--- src/som_defs.svh ---
// constants for the sense output multiplexer control
//
// What this block does
// - the negative comparator feedback is high while the amplifier level is above the threshold, low otherwise.
// - that feedback has no hysteresis and follows every crossing of the threshold.
// - channel-4 high, low and negative feedbacks reach the microcores with no register between.
// - each pin has a 2-bit gain code: 00 is 1.33, 01 is 2.0, 10 is 3.0, 11 is 5.33.
// - pin a, when enabled, routes 000 to channel 1, 001 to channel 3, 101 to the 2.5 V reference; others are reserved.
// - pin b, when enabled, routes 000 to channel 2, 001 to channel 4, 101 to the 2.5 V reference; others are reserved.
// - a pin whose enable bit is 0 is high impedance whatever its select code.
// - each pin's select code comes from a 3-bit source field of its own configuration register.
// - each configuration register also holds its own pin's gain code next to the enable bit, above the source field.
// - only the microcores write source, enable and gain of both pins.
`ifndef SOM_DEFS_SVH
`define SOM_DEFS_SVH

// ****************************************************************
// register map
// ****************************************************************
`define SOM_CFG_OFFSET 9'h1aa
`define SOM_CFG_RESET 16'h0000

// ****************************************************************
// field layout of each configuration register
// ****************************************************************
`define SOM_SRC_LSB 0
`define SOM_SRC_MSB 2
`define SOM_EN_BIT 3
`define SOM_GAIN_LSB 4
`define SOM_GAIN_MSB 5
`define SOM_CFG_USED_MASK 16'h003f

// ****************************************************************
// source select codes
// ****************************************************************
`define SOM_SEL_CUR_LOW 3'h0
`define SOM_SEL_CUR_HIGH 3'h1
`define SOM_SEL_REF 3'h5

// ****************************************************************
// gain codes
// ****************************************************************
`define SOM_GAIN_X1P33 2'h0
`define SOM_GAIN_X2P0 2'h1
`define SOM_GAIN_X3P0 2'h2
`define SOM_GAIN_X5P33 2'h3

`endif

--- src/som_pkg.sv ---
// types shared by the sense output multiplexer control
package som_pkg;

   // ****************************************************************
   // analog routing of one output pin
   // ****************************************************************
   typedef enum logic [1:0] {
      SOM_ROUTE_OFF,
      SOM_ROUTE_CUR_LOW,
      SOM_ROUTE_CUR_HIGH,
      SOM_ROUTE_REF
   } som_route_e;

   typedef logic [1:0] som_gain_t;
   typedef logic [15:0] som_cfg_t;

endpackage : som_pkg

--- src/som_pin_if.sv ---
// carrier between the register file and one pin channel
`timescale 1ns/1ps
`default_nettype none
interface som_pin_if;
   som_pkg::som_cfg_t cfg;
   som_pkg::som_route_e route;
   som_pkg::som_gain_t gain;
   logic oe_n;
   logic reserved_sel;

   modport ctrl (
      output cfg,
      input route,
      input gain,
      input oe_n,
      input reserved_sel
   );
   modport chan (
      input cfg,
      output route,
      output gain,
      output oe_n,
      output reserved_sel
   );
endinterface : som_pin_if
`default_nettype wire

--- src/som_pin_channel.sv ---
// one output pin: decodes its configuration into routing controls
`timescale 1ns/1ps
`default_nettype none
`include "som_defs.svh"
module som_pin_channel (
   input wire logic i_clk,
   input wire logic i_resetn,
   som_pin_if.chan pin
);

   // ****************************************************************
   // decode
   // ****************************************************************
   logic [2:0] sel;
   logic en;
   som_pkg::som_route_e route_next;

   assign sel = pin.cfg[`SOM_SRC_MSB:`SOM_SRC_LSB];
   assign en = pin.cfg[`SOM_EN_BIT];

   always_comb begin
      route_next = som_pkg::SOM_ROUTE_OFF;
      if (en) begin
         unique case (sel)
            `SOM_SEL_CUR_LOW: route_next = som_pkg::SOM_ROUTE_CUR_LOW;
            `SOM_SEL_CUR_HIGH: route_next = som_pkg::SOM_ROUTE_CUR_HIGH;
            `SOM_SEL_REF: route_next = som_pkg::SOM_ROUTE_REF;
            // reserved codes leave the pin floating rather than guess
            default: route_next = som_pkg::SOM_ROUTE_OFF;
         endcase
      end
   end

   // ****************************************************************
   // registered pin controls
   // ****************************************************************
   always_ff @(posedge i_clk or negedge i_resetn) begin
      if (!i_resetn) begin
         pin.route <= som_pkg::SOM_ROUTE_OFF;
         pin.oe_n <= 1'b1;
         pin.reserved_sel <= 1'b0;
      end else begin
         pin.route <= route_next;
         pin.oe_n <= (route_next == som_pkg::SOM_ROUTE_OFF);
         pin.reserved_sel <= en && (route_next == som_pkg::SOM_ROUTE_OFF);
      end
   end

   always_ff @(posedge i_clk or negedge i_resetn) begin
      if (!i_resetn) begin
         pin.gain <= `SOM_GAIN_X1P33;
      end else begin
         pin.gain <= pin.cfg[`SOM_GAIN_MSB:`SOM_GAIN_LSB];
      end
   end

endmodule : som_pin_channel
`default_nettype wire

--- src/som_top.sv ---
// sense output multiplexer control: config registers, pins, comparator
`timescale 1ns/1ps
`default_nettype none
`include "som_defs.svh"
module som_top #(
   parameter int LEVEL_W = 12
) (
   input wire logic i_clk,
   input wire logic i_resetn,
   // microcore configuration port
   input wire logic i_core_wr_en,
   input wire logic i_core_rd_en,
   input wire logic i_core_sel_b,
   input wire logic [8:0] i_core_addr,
   input wire logic [15:0] i_core_wr_data,
   output logic [15:0] o_core_rd_data,
   output logic o_core_rd_valid,
   // negative current comparator levels
   input wire logic [LEVEL_W-1:0] i_diff_amp_level,
   input wire logic [LEVEL_W-1:0] i_neg_dac_level,
   // channel-4 positive comparators
   input wire logic i_chan_four_high_cmp,
   input wire logic i_chan_four_low_cmp,
   // feedbacks to the microcores
   output logic o_chan_four_high_feedback,
   output logic o_chan_four_low_feedback,
   output logic o_chan_four_negative_feedback,
   // analog pin a controls
   output logic [1:0] o_sense_out_pin_a_route,
   output logic [1:0] o_sense_out_pin_a_gain,
   output logic o_sense_out_pin_a_oe_n,
   output logic o_sense_out_pin_a_reserved,
   // analog pin b controls
   output logic [1:0] o_sense_out_pin_b_route,
   output logic [1:0] o_sense_out_pin_b_gain,
   output logic o_sense_out_pin_b_oe_n,
   output logic o_sense_out_pin_b_reserved
);

   // ****************************************************************
   // helpers
   // ****************************************************************
   // unused bits are kept at zero so reads show them as zero
   function automatic som_pkg::som_cfg_t som_cfg_clean(
      input som_pkg::som_cfg_t raw
   );
      som_cfg_clean = raw & `SOM_CFG_USED_MASK;
   endfunction : som_cfg_clean

   function automatic logic som_hit(
      input logic [8:0] addr
   );
      som_hit = (addr == `SOM_CFG_OFFSET);
   endfunction : som_hit

   // ****************************************************************
   // configuration registers
   // ****************************************************************
   som_pkg::som_cfg_t cfg_a_reg;
   som_pkg::som_cfg_t cfg_b_reg;
   logic wr_a;
   logic wr_b;

   // both registers share one offset; the core picks the pin by sel_b
   assign wr_a = i_core_wr_en && som_hit(i_core_addr) && !i_core_sel_b;
   assign wr_b = i_core_wr_en && som_hit(i_core_addr) && i_core_sel_b;

   always_ff @(posedge i_clk or negedge i_resetn) begin
      if (!i_resetn) begin
         cfg_a_reg <= `SOM_CFG_RESET;
      end else if (wr_a) begin
         cfg_a_reg <= som_cfg_clean(i_core_wr_data);
      end
   end

   always_ff @(posedge i_clk or negedge i_resetn) begin
      if (!i_resetn) begin
         cfg_b_reg <= `SOM_CFG_RESET;
      end else if (wr_b) begin
         cfg_b_reg <= som_cfg_clean(i_core_wr_data);
      end
   end

   // ****************************************************************
   // read back
   // ****************************************************************
   logic [15:0] rd_data_next;

   always_comb begin
      rd_data_next = 16'h0000;
      if (som_hit(i_core_addr)) begin
         rd_data_next = i_core_sel_b ? cfg_b_reg : cfg_a_reg;
      end
   end

   always_ff @(posedge i_clk or negedge i_resetn) begin
      if (!i_resetn) begin
         o_core_rd_data <= 16'h0000;
         o_core_rd_valid <= 1'b0;
      end else begin
         o_core_rd_valid <= i_core_rd_en;
         if (i_core_rd_en) begin
            o_core_rd_data <= rd_data_next;
         end
      end
   end

   // ****************************************************************
   // pin channels
   // ****************************************************************
   som_pin_if pin_a ();
   som_pin_if pin_b ();

   assign pin_a.cfg = cfg_a_reg;
   assign pin_b.cfg = cfg_b_reg;

   som_pin_channel u_pin_a (
      .i_clk(i_clk),
      .i_resetn(i_resetn),
      .pin(pin_a)
   );

   som_pin_channel u_pin_b (
      .i_clk(i_clk),
      .i_resetn(i_resetn),
      .pin(pin_b)
   );

   // controls below come straight from the channel flip-flops
   assign o_sense_out_pin_a_route = pin_a.route;
   assign o_sense_out_pin_a_gain = pin_a.gain;
   assign o_sense_out_pin_a_oe_n = pin_a.oe_n;
   assign o_sense_out_pin_a_reserved = pin_a.reserved_sel;
   assign o_sense_out_pin_b_route = pin_b.route;
   assign o_sense_out_pin_b_gain = pin_b.gain;
   assign o_sense_out_pin_b_oe_n = pin_b.oe_n;
   assign o_sense_out_pin_b_reserved = pin_b.reserved_sel;

   // ****************************************************************
   // channel-4 comparator feedbacks
   // ****************************************************************
   // no flop here: the microcores sample these themselves, and a
   // register would only add a cycle of detection delay
   // strict greater-than with no hysteresis band, so every crossing shows
   assign o_chan_four_negative_feedback =
      (i_diff_amp_level > i_neg_dac_level);
   assign o_chan_four_high_feedback = i_chan_four_high_cmp;
   assign o_chan_four_low_feedback = i_chan_four_low_cmp;

endmodule : som_top
`default_nettype wire

--- config.mk ---
export PLATFORM = sky130hd
export DESIGN_NAME = som_top
export DESIGN_NICKNAME = d
export VERILOG_FILES = /design/src/som_pkg.sv /design/src/som_pin_if.sv /design/src/som_pin_channel.sv /design/src/som_top.sv
export VERILOG_INCLUDE_DIRS = /design/src
export SDC_FILE = /design/constraint.sdc
export NUM_CORES = 1
export LEC_CHECK = 0
export BUFFER_PORTS_ARGS = -buffer_cell sky130_fd_sc_hd__buf_2
export CAP_MARGIN = 10
export CELL_PAD_IN_SITES_DETAIL_PLACEMENT = 0
export CELL_PAD_IN_SITES_GLOBAL_PLACEMENT = 1
export CORE_MARGIN = 5
export CORE_UTILIZATION = 37
export CTS_BUF_LIST = sky130_fd_sc_hd__clkbuf_4 sky130_fd_sc_hd__clkbuf_8
export DETAILED_ROUTE_END_ITERATION = 8
export PLACE_DENSITY_LB_ADDON = 0.1
export SYNTH_ARGS = -nofsm -noshare
export SYNTH_HDL_FRONTEND = slang
export SYNTH_SLANG_ARGS = --single-unit
--- constraint.sdc ---
create_clock -name i_clk -period 1.4 [get_ports i_clk]
set_input_delay 0.07 -clock i_clk [delete_from_list [all_inputs] [get_ports i_clk]]
set_output_delay 0.07 -clock i_clk [all_outputs]
set_load 0.01 [all_outputs]
==> summary.txt, run 1 <==
Outcome
  – Status: complete, no violations

Floorplan
  – Die W: between 70 and 80 um
  – Die span in y: 76.3 um
  – # IOs: between 80 and 90
  – Core Box Area: 0.00432 mm2
  – Die area: 0.00582 mm2
  – Row count: 24
  – Initial Util: 37.6%

Cells and area
  – Final nets: 275
  – Area Growth Syn to Fin: 30.2%
  – Share of cells above drive strength 1: 40.9%
  – Fillers: 419
  – Final Non-Filler Cells: 260
  – N_diodes: 0

Global route
  – Global-route wire length before repair: 5610 um
  – GR Overflow Total: 0
  – Vias in the first global route: roughly 1300
  – Initial antenna violation count: 0
  – Largest net degree at the start of global routing: 32
  – GRT Overall Usage: 11.9%

Clock network
  – Clock root cell: clkbuf_8
  – CTS Buffer Depth: 2
  – Cts bufs inserted: 5
  – CTS tree: done
  – CTS clock-pin slew for the worst setup and hold paths: approximately 0.070 ns
  – H-tree depth: 2
  – Post-CTS Setup Inserts: 0
  – Worst-skew pair later-pin latency: 0.28 ns
  – Number of clock sinks: 31

Yosys
  – Syn Inst Count: between 100 and 150
  – Number of synthesized flops with an enable pin: 0
  – Ys flop type: dfrtp_1
  – Syn. warnings: 0
  – Register area share after synthesis: 47.8%
  – Synthesized area per cell: about 12 um2
  – Yosys cell types: 34
  – Synth Register Bits: 31
  – Post-synthesis async set-or-reset flop share: 100%
  – Mapped cell area: 0.00163 mm2

Drt
  – Via count: 1177
  – Routed len/inst: 13.0 um
  – Vias per cell: around 4.5
  – Routed WL: 3390 um
  – First DRT Iteration DRCs: 34
  – Drt pass-1 iters: 2
  – # DRC: 0
  – Post-route ant nets: 0

Placed design
  – Dpl cells: 250
  – Placer congestion estimate: approximately 0.70
  – Port-buffer cells: 63
  – HPWL Detailed: 2820 um
  – Pre-CTS setup slack: 0.0276 ns

STA
  – RSZ-0062 raised after global routing: false
  – Worst slew pin tran: 0.653 ns
  – Pins over their slew limit: 0
  – Max-Slew Margin vs Limit: 56.5%
  – Number of setup violations in the final report: 0
  – Fmax: 779 MHz
  – Crit share post-route: 91.7%
  – Final WS setup: between 0.1 and 0.15 ns
  – Final hold vios: 0
  – Minimum clock period: 1.28 ns
  – Skew final: 0.00383 ns
  – Setup tns final: 0 ns

Hold path
  – Hold Crit Depth: 2
  – Hold Path Sink: cfg_a_reg[2]
  – Hold path start: i_core_wr_data[2]
  – Hold WC Path Type: input pin to flip-flop

Setup path
  – R2r setup slk: 0.48 ns
  – Worst-path fanout max: 2
  – Setup crit end kind: output pin
  – Origin of the worst setup path: i_diff_amp_level[1]
  – Worst Path Required: 1.33 ns
  – FF-to-FF path depth: 3
  – Worst r2r src: cfg_b_reg[0]
  – Reg-to-reg endpoint: u_pin_b.pin.reserved_sel
  – Worst Setup Start Kind: input pin
  – Data arrival, critical path: 1.21 ns
  – Worst Setup Path Type: input pin to output pin

Power and ir drop
  – Leakage power: 0.00119 uW
  – Pwr/cell area: 1020 mW/mm2
  – Max VDD drop: 0.426 mV

Flow run
  – Max_cap viols: 0
==> synthesized netlist by cell type (2+ instances only) <==
cell type,n,area [um2]
dfrtp_1,29,726
buf_4,13,97.6
mux2_1,6,67.6
nand2_1,2,7.51
inv_1,18,67.6
mux2_2,6,67.6
dfstp_2,2,52.6
xor2_1,2,17.5
nand2b_1,3,18.8
and2_1,2,12.5
nand4_1,3,18.8
a21oi_1,5,25.0
nor3b_1,2,15.0
ha_1,12,150
o22ai_1,6,37.5
and3b_1,2,17.5
nand3b_1,4,30.0
mux2i_1,6,60.1
==> final cells by class <==
cell class	instances	area, um2	area share (%)
tap	52	65.1	3.07
clock inverter	3	67.6	3.19
clock buffer	5	68.8	3.25
inverter	18	67.6	3.19
multi-input combinational	84	707	33.4
timing repair buffer	67	363	17.1
sequential	31	778	36.8
==> stage by stage <==
step	area [um2]	hold slack, ns	power (uW)	util, %
final	2120	0.0211	2170	49.0
after global routing	2120	0.0245	2270	49.0
after CTS	2120	0.0153	2200	49.0
after detailed placement	1960	0.140	1150	45.3
after global placement	1960	0.128	1140	45.3
after floorplan	1660	-0.226	1060	-
==> where the power goes <==
group	switching, uW	internal (uW)
clock	327	709
sequential	6.83	907
combinational	115	104
total	449	1720
==> timing repair <==
action | 4_1_cts | 5_1_grt
setup endpoints to repair | 0 | 1
gates resized for setup | 0 | 0
hold buffers | 2 | 0
endpoints found under the hold margin | 30 | 0
==> worst max-delay path by stage <==
stage	endpoint	slack (ns)	depth (start not counted)
2_1_floorplan	cfg_a_reg[0]	0.22	5
3_3_place_gp	cfg_a_reg[4]	0.07	6
3_5_place_dp	cfg_a_reg[4]	0.03	6
4_1_cts	o_chan_four_negative_feedback	0.06	7
5_1_grt	o_chan_four_negative_feedback	0.002	7
6_report	o_chan_four_negative_feedback	0.12	7
==> routing by layer <==
metal / GRT usage [%] / routed length (um) / up-vias
met5: 0 / 0 / -
met4: 4.37 / 68 / 0
met3: 4.02 / 232 / 9
met2: 21.3 / 1780 / 40
met1: 12.8 / 1310 / 537
li1: - / - / 591
==> cell usage in the layout (no fill, tap or decap), types with 3 or more instances in the layout <==
cell,Yosys,layout
buf_2,1,63
dfrtp_1,29,29
inv_1,18,18
ha_1,12,12
conb_1,1,10
mux2_2,6,6
mux2_1,6,6
mux2i_1,6,6
o22ai_1,6,6
a21oi_1,5,5
clkbuf_8,0,5
nand3b_1,4,4
nand4_1,3,3
nand2b_1,3,3
==> kinds of logic after synthesis <==
group | after synthesis | synth area share (%)
other | 1 | 0.231
XOR/XNOR | 2 | 1.08
adder cells (fa/ha/maj) | 12 | 9.23
AND/OR/NAND/NOR | 27 | 13.3
multiplexers | 18 | 12.0
AO/OA/AOI/OAI | 15 | 5.54
flip-flops | 31 | 47.8
buffers and inverters | 33 | 10.8
==> critical path, stage by stage <==
cell and delay, ns:
buf_2 0.10, ha_1 0.28, nor2b_1 0.12, o211ai_1 0.09
a211o_1 0.26, a31oi_1 0.14, buf_2 0.16
(Power assumes the default switching activity.)
==> inputs of run 2 (changes only) <==
--- a/config.mk
+++ b/config.mk
@@ -14,7 +14,7 @@
 export CORE_UTILIZATION = 37
 export CTS_BUF_LIST = sky130_fd_sc_hd__clkbuf_4 sky130_fd_sc_hd__clkbuf_8
 export DETAILED_ROUTE_END_ITERATION = 8
-export PLACE_DENSITY_LB_ADDON = 0.1
+export PLACE_DENSITY = 0.91
 export SYNTH_ARGS = -nofsm -noshare
 export SYNTH_HDL_FRONTEND = slang
 export SYNTH_SLANG_ARGS = --single-unit
==> summary.txt, run 2 (same netlist as run 1, synthesis figures left out) <==
STA
  – Worst slew pin tran: 0.656 ns
  – Minimum clock period: roughly 1.3 ns
  – Final hold vios: 0
  – RSZ-0062 raised after global routing: false
  – Setup tns final: 0 ns
  – Crit share post-route: 91.8%
  – Fmax: ~800 MHz
  – Pins over their slew limit: 0
  – Max-Slew Margin vs Limit: 56.3%
  – Number of setup violations in the final report: 0
  – Skew final: 0.00164 ns
  – Final Hold Slack: 0.0168 ns
  – Final WS setup: 0.114 ns

Floorplan
  – Die area: 0.00582 mm2
  – Die W: 76.3 um
  – # IOs: 88
  – Row count: 24
  – Die span in y: 76.3 um
  – Initial Util: 37.6%
  – Core Box Area: 0.00432 mm2

Cells and area
  – Most common cell after layout, fill and taps aside: buf_2
  – Design area: 0.00206 mm2
  – Share of cells above drive strength 1: 40.6%
  – Area Growth Syn to Fin: 26.9%
  – N_diodes: 0
  – Most frequent cells in the layout: buf_2 (63), dfrtp_1 (29), inv_1 (18)
  – Final nets: 274

Drt
  – Post-route ant nets: 0
  – Routed len/inst: 12.4 um
  – Drt pass-1 iters: 4
  – Vias per cell: approximately 4.4
  – Routed WL: 3220 um
  – Via count: 1143
  – # DRC: 0
  – First DRT Iteration DRCs: 39

Global route
  – Vias in the first global route: about 1200
  – Initial antenna violation count: 0
  – GRT Overall Usage: 11.8%
  – Global-route wire length before repair: 5510 um
  – GR Overflow Total: 0
  – Largest net degree at the start of global routing: 32

Power and ir drop
  – Clock power frac: 40.8%
  – Combinational share of power: 11.3%
  – Pwr/cell area: 924 mW/mm2
  – Leakage power: 0.00117 uW
  – Switching share of power: 22.6%
  – Net switching power: between 400 and 500 uW
  – Max VDD drop: 0.622 mV
  – Cell Int Power: 1480 uW
  – Sequential Power Share: 47.9%

Setup path
  – Setup crit end kind: output pin
  – Data arrival, critical path: between 1 and 1.5 ns
  – Worst Setup Path Type: input pin to output pin
  – Worst-path fanout max: 2
  – Worst Setup Start Kind: input pin
  – FF-to-FF path depth: 3
  – Worst Path Required: 1.33 ns

Placed design
  – Placer congestion estimate: 0.714
  – Pre-CTS setup slack: 0.00700 ns
  – Area post-placement: 0.00194 mm2
  – Port-buffer cells: 63
  – HPWL Detailed: 2560 um

Clock network
  – CTS clock-pin slew for the worst setup and hold paths: 0.06 ns
  – CTS tree: done
  – Number of clock sinks: 31
  – Clock root cell: clkbuf_8
  – Gates resized, CTS repair: 0
  – Worst-skew pair later-pin latency: 0.28 ns
  – H-tree depth: 2
  – CTS Buffer Depth: 2
  – Cts bufs inserted: 5
  – Post-CTS Setup Inserts: 0

Hold path
  – Hold Crit Depth: 2
  – Hold WC Path Type: input pin to flip-flop

Outcome
  – Status: complete, no violations

Flow run
  – Max_cap viols: 0
[run 2: changes by cell type in the layout (fill, tap and decap cells not counted), sizes merged]
cell,delta
bufinv,-2
clkbuf,+3
buf,-1
clkinvlp,-1
[run 2: layer usage]
metal / part of all wire, % / track usage (%) / up-vias / wire, um
met5: 0 / 0 / - / 0
met4: 1.5 / 4.72 / 0 / 48
met3: 6.4 / 4.26 / 6 / 207
met2: 48 / 18.2 / 38 / 1550
met1: 44 / 15.0 / 513 / 1410
li1: - / - / 586 / -
[run 2: path summary, 6_finish.rpt]
check / slack [ns] / endpoint / startpoint
setup / recovery: 0.11 / o_chan_four_negative_feedback / i_neg_dac_level[1]
hold / removal: 0.02 / cfg_a_reg[1] / i_core_wr_data[1]
setup reg to reg: 0.49 / u_pin_a.pin.reserved_sel / cfg_a_reg[0]
hold reg to reg: 0.40 / u_pin_a.pin.gain[1] / cfg_a_reg[5]
max in group asynchronous: 0.61 / u_pin_b.pin.route[1] / i_resetn
min in group asynchronous: 0.36 / u_pin_b.pin.route[0] / i_resetn
[run 2: power groups by stage]
stage / Combinational [uW] / Clock [uW] / Sequential, uW
after floorplan: 127 / 0 / 932
after global placement: 209 / 0 / 930
after detailed placement: 214 / 0 / 931
after CTS: 220 / 800 / 915
after global routing: 251 / 837 / 916
final: 216 / 778 / 915
[run 2: area by class of cell]
type	instances	area, um2
Timing Repair Buffer	66	343
Clock buffer	8	104
Sequential cell	31	778
Inverter	18	67.6
Multi-Input combinational cell	84	707
Fill cell	409	2260
Tap cell	52	65.1
[run 2: per-stage QoR]
| stage | instances | util, % | total power [uW] |
|---|---|---|---|
| finish | 259 | 47.7 | 1910 |
| global placement | 249 | 44.9 | 1140 |
| CTS | 259 | 47.7 | 1930 |
| floorplan | 148 | - | 1060 |
| detailed placement | 249 | 44.9 | 1140 |
| global route | 259 | 47.7 | 2000 |
[run 2: repair_timing]
action	CTS	global route
hold buffers	2	0
setup endpoints to repair	0	0
hold endpoints to repair	30	0
[run 2: critical path: stages]
cell	delay, ns
buf_2	0.07
inv_1	0.03
ha_1	0.27
nor2b_1	0.13
o211ai_1	0.08
a211o_1	0.26
a31oi_1	0.14
buf_2	0.15
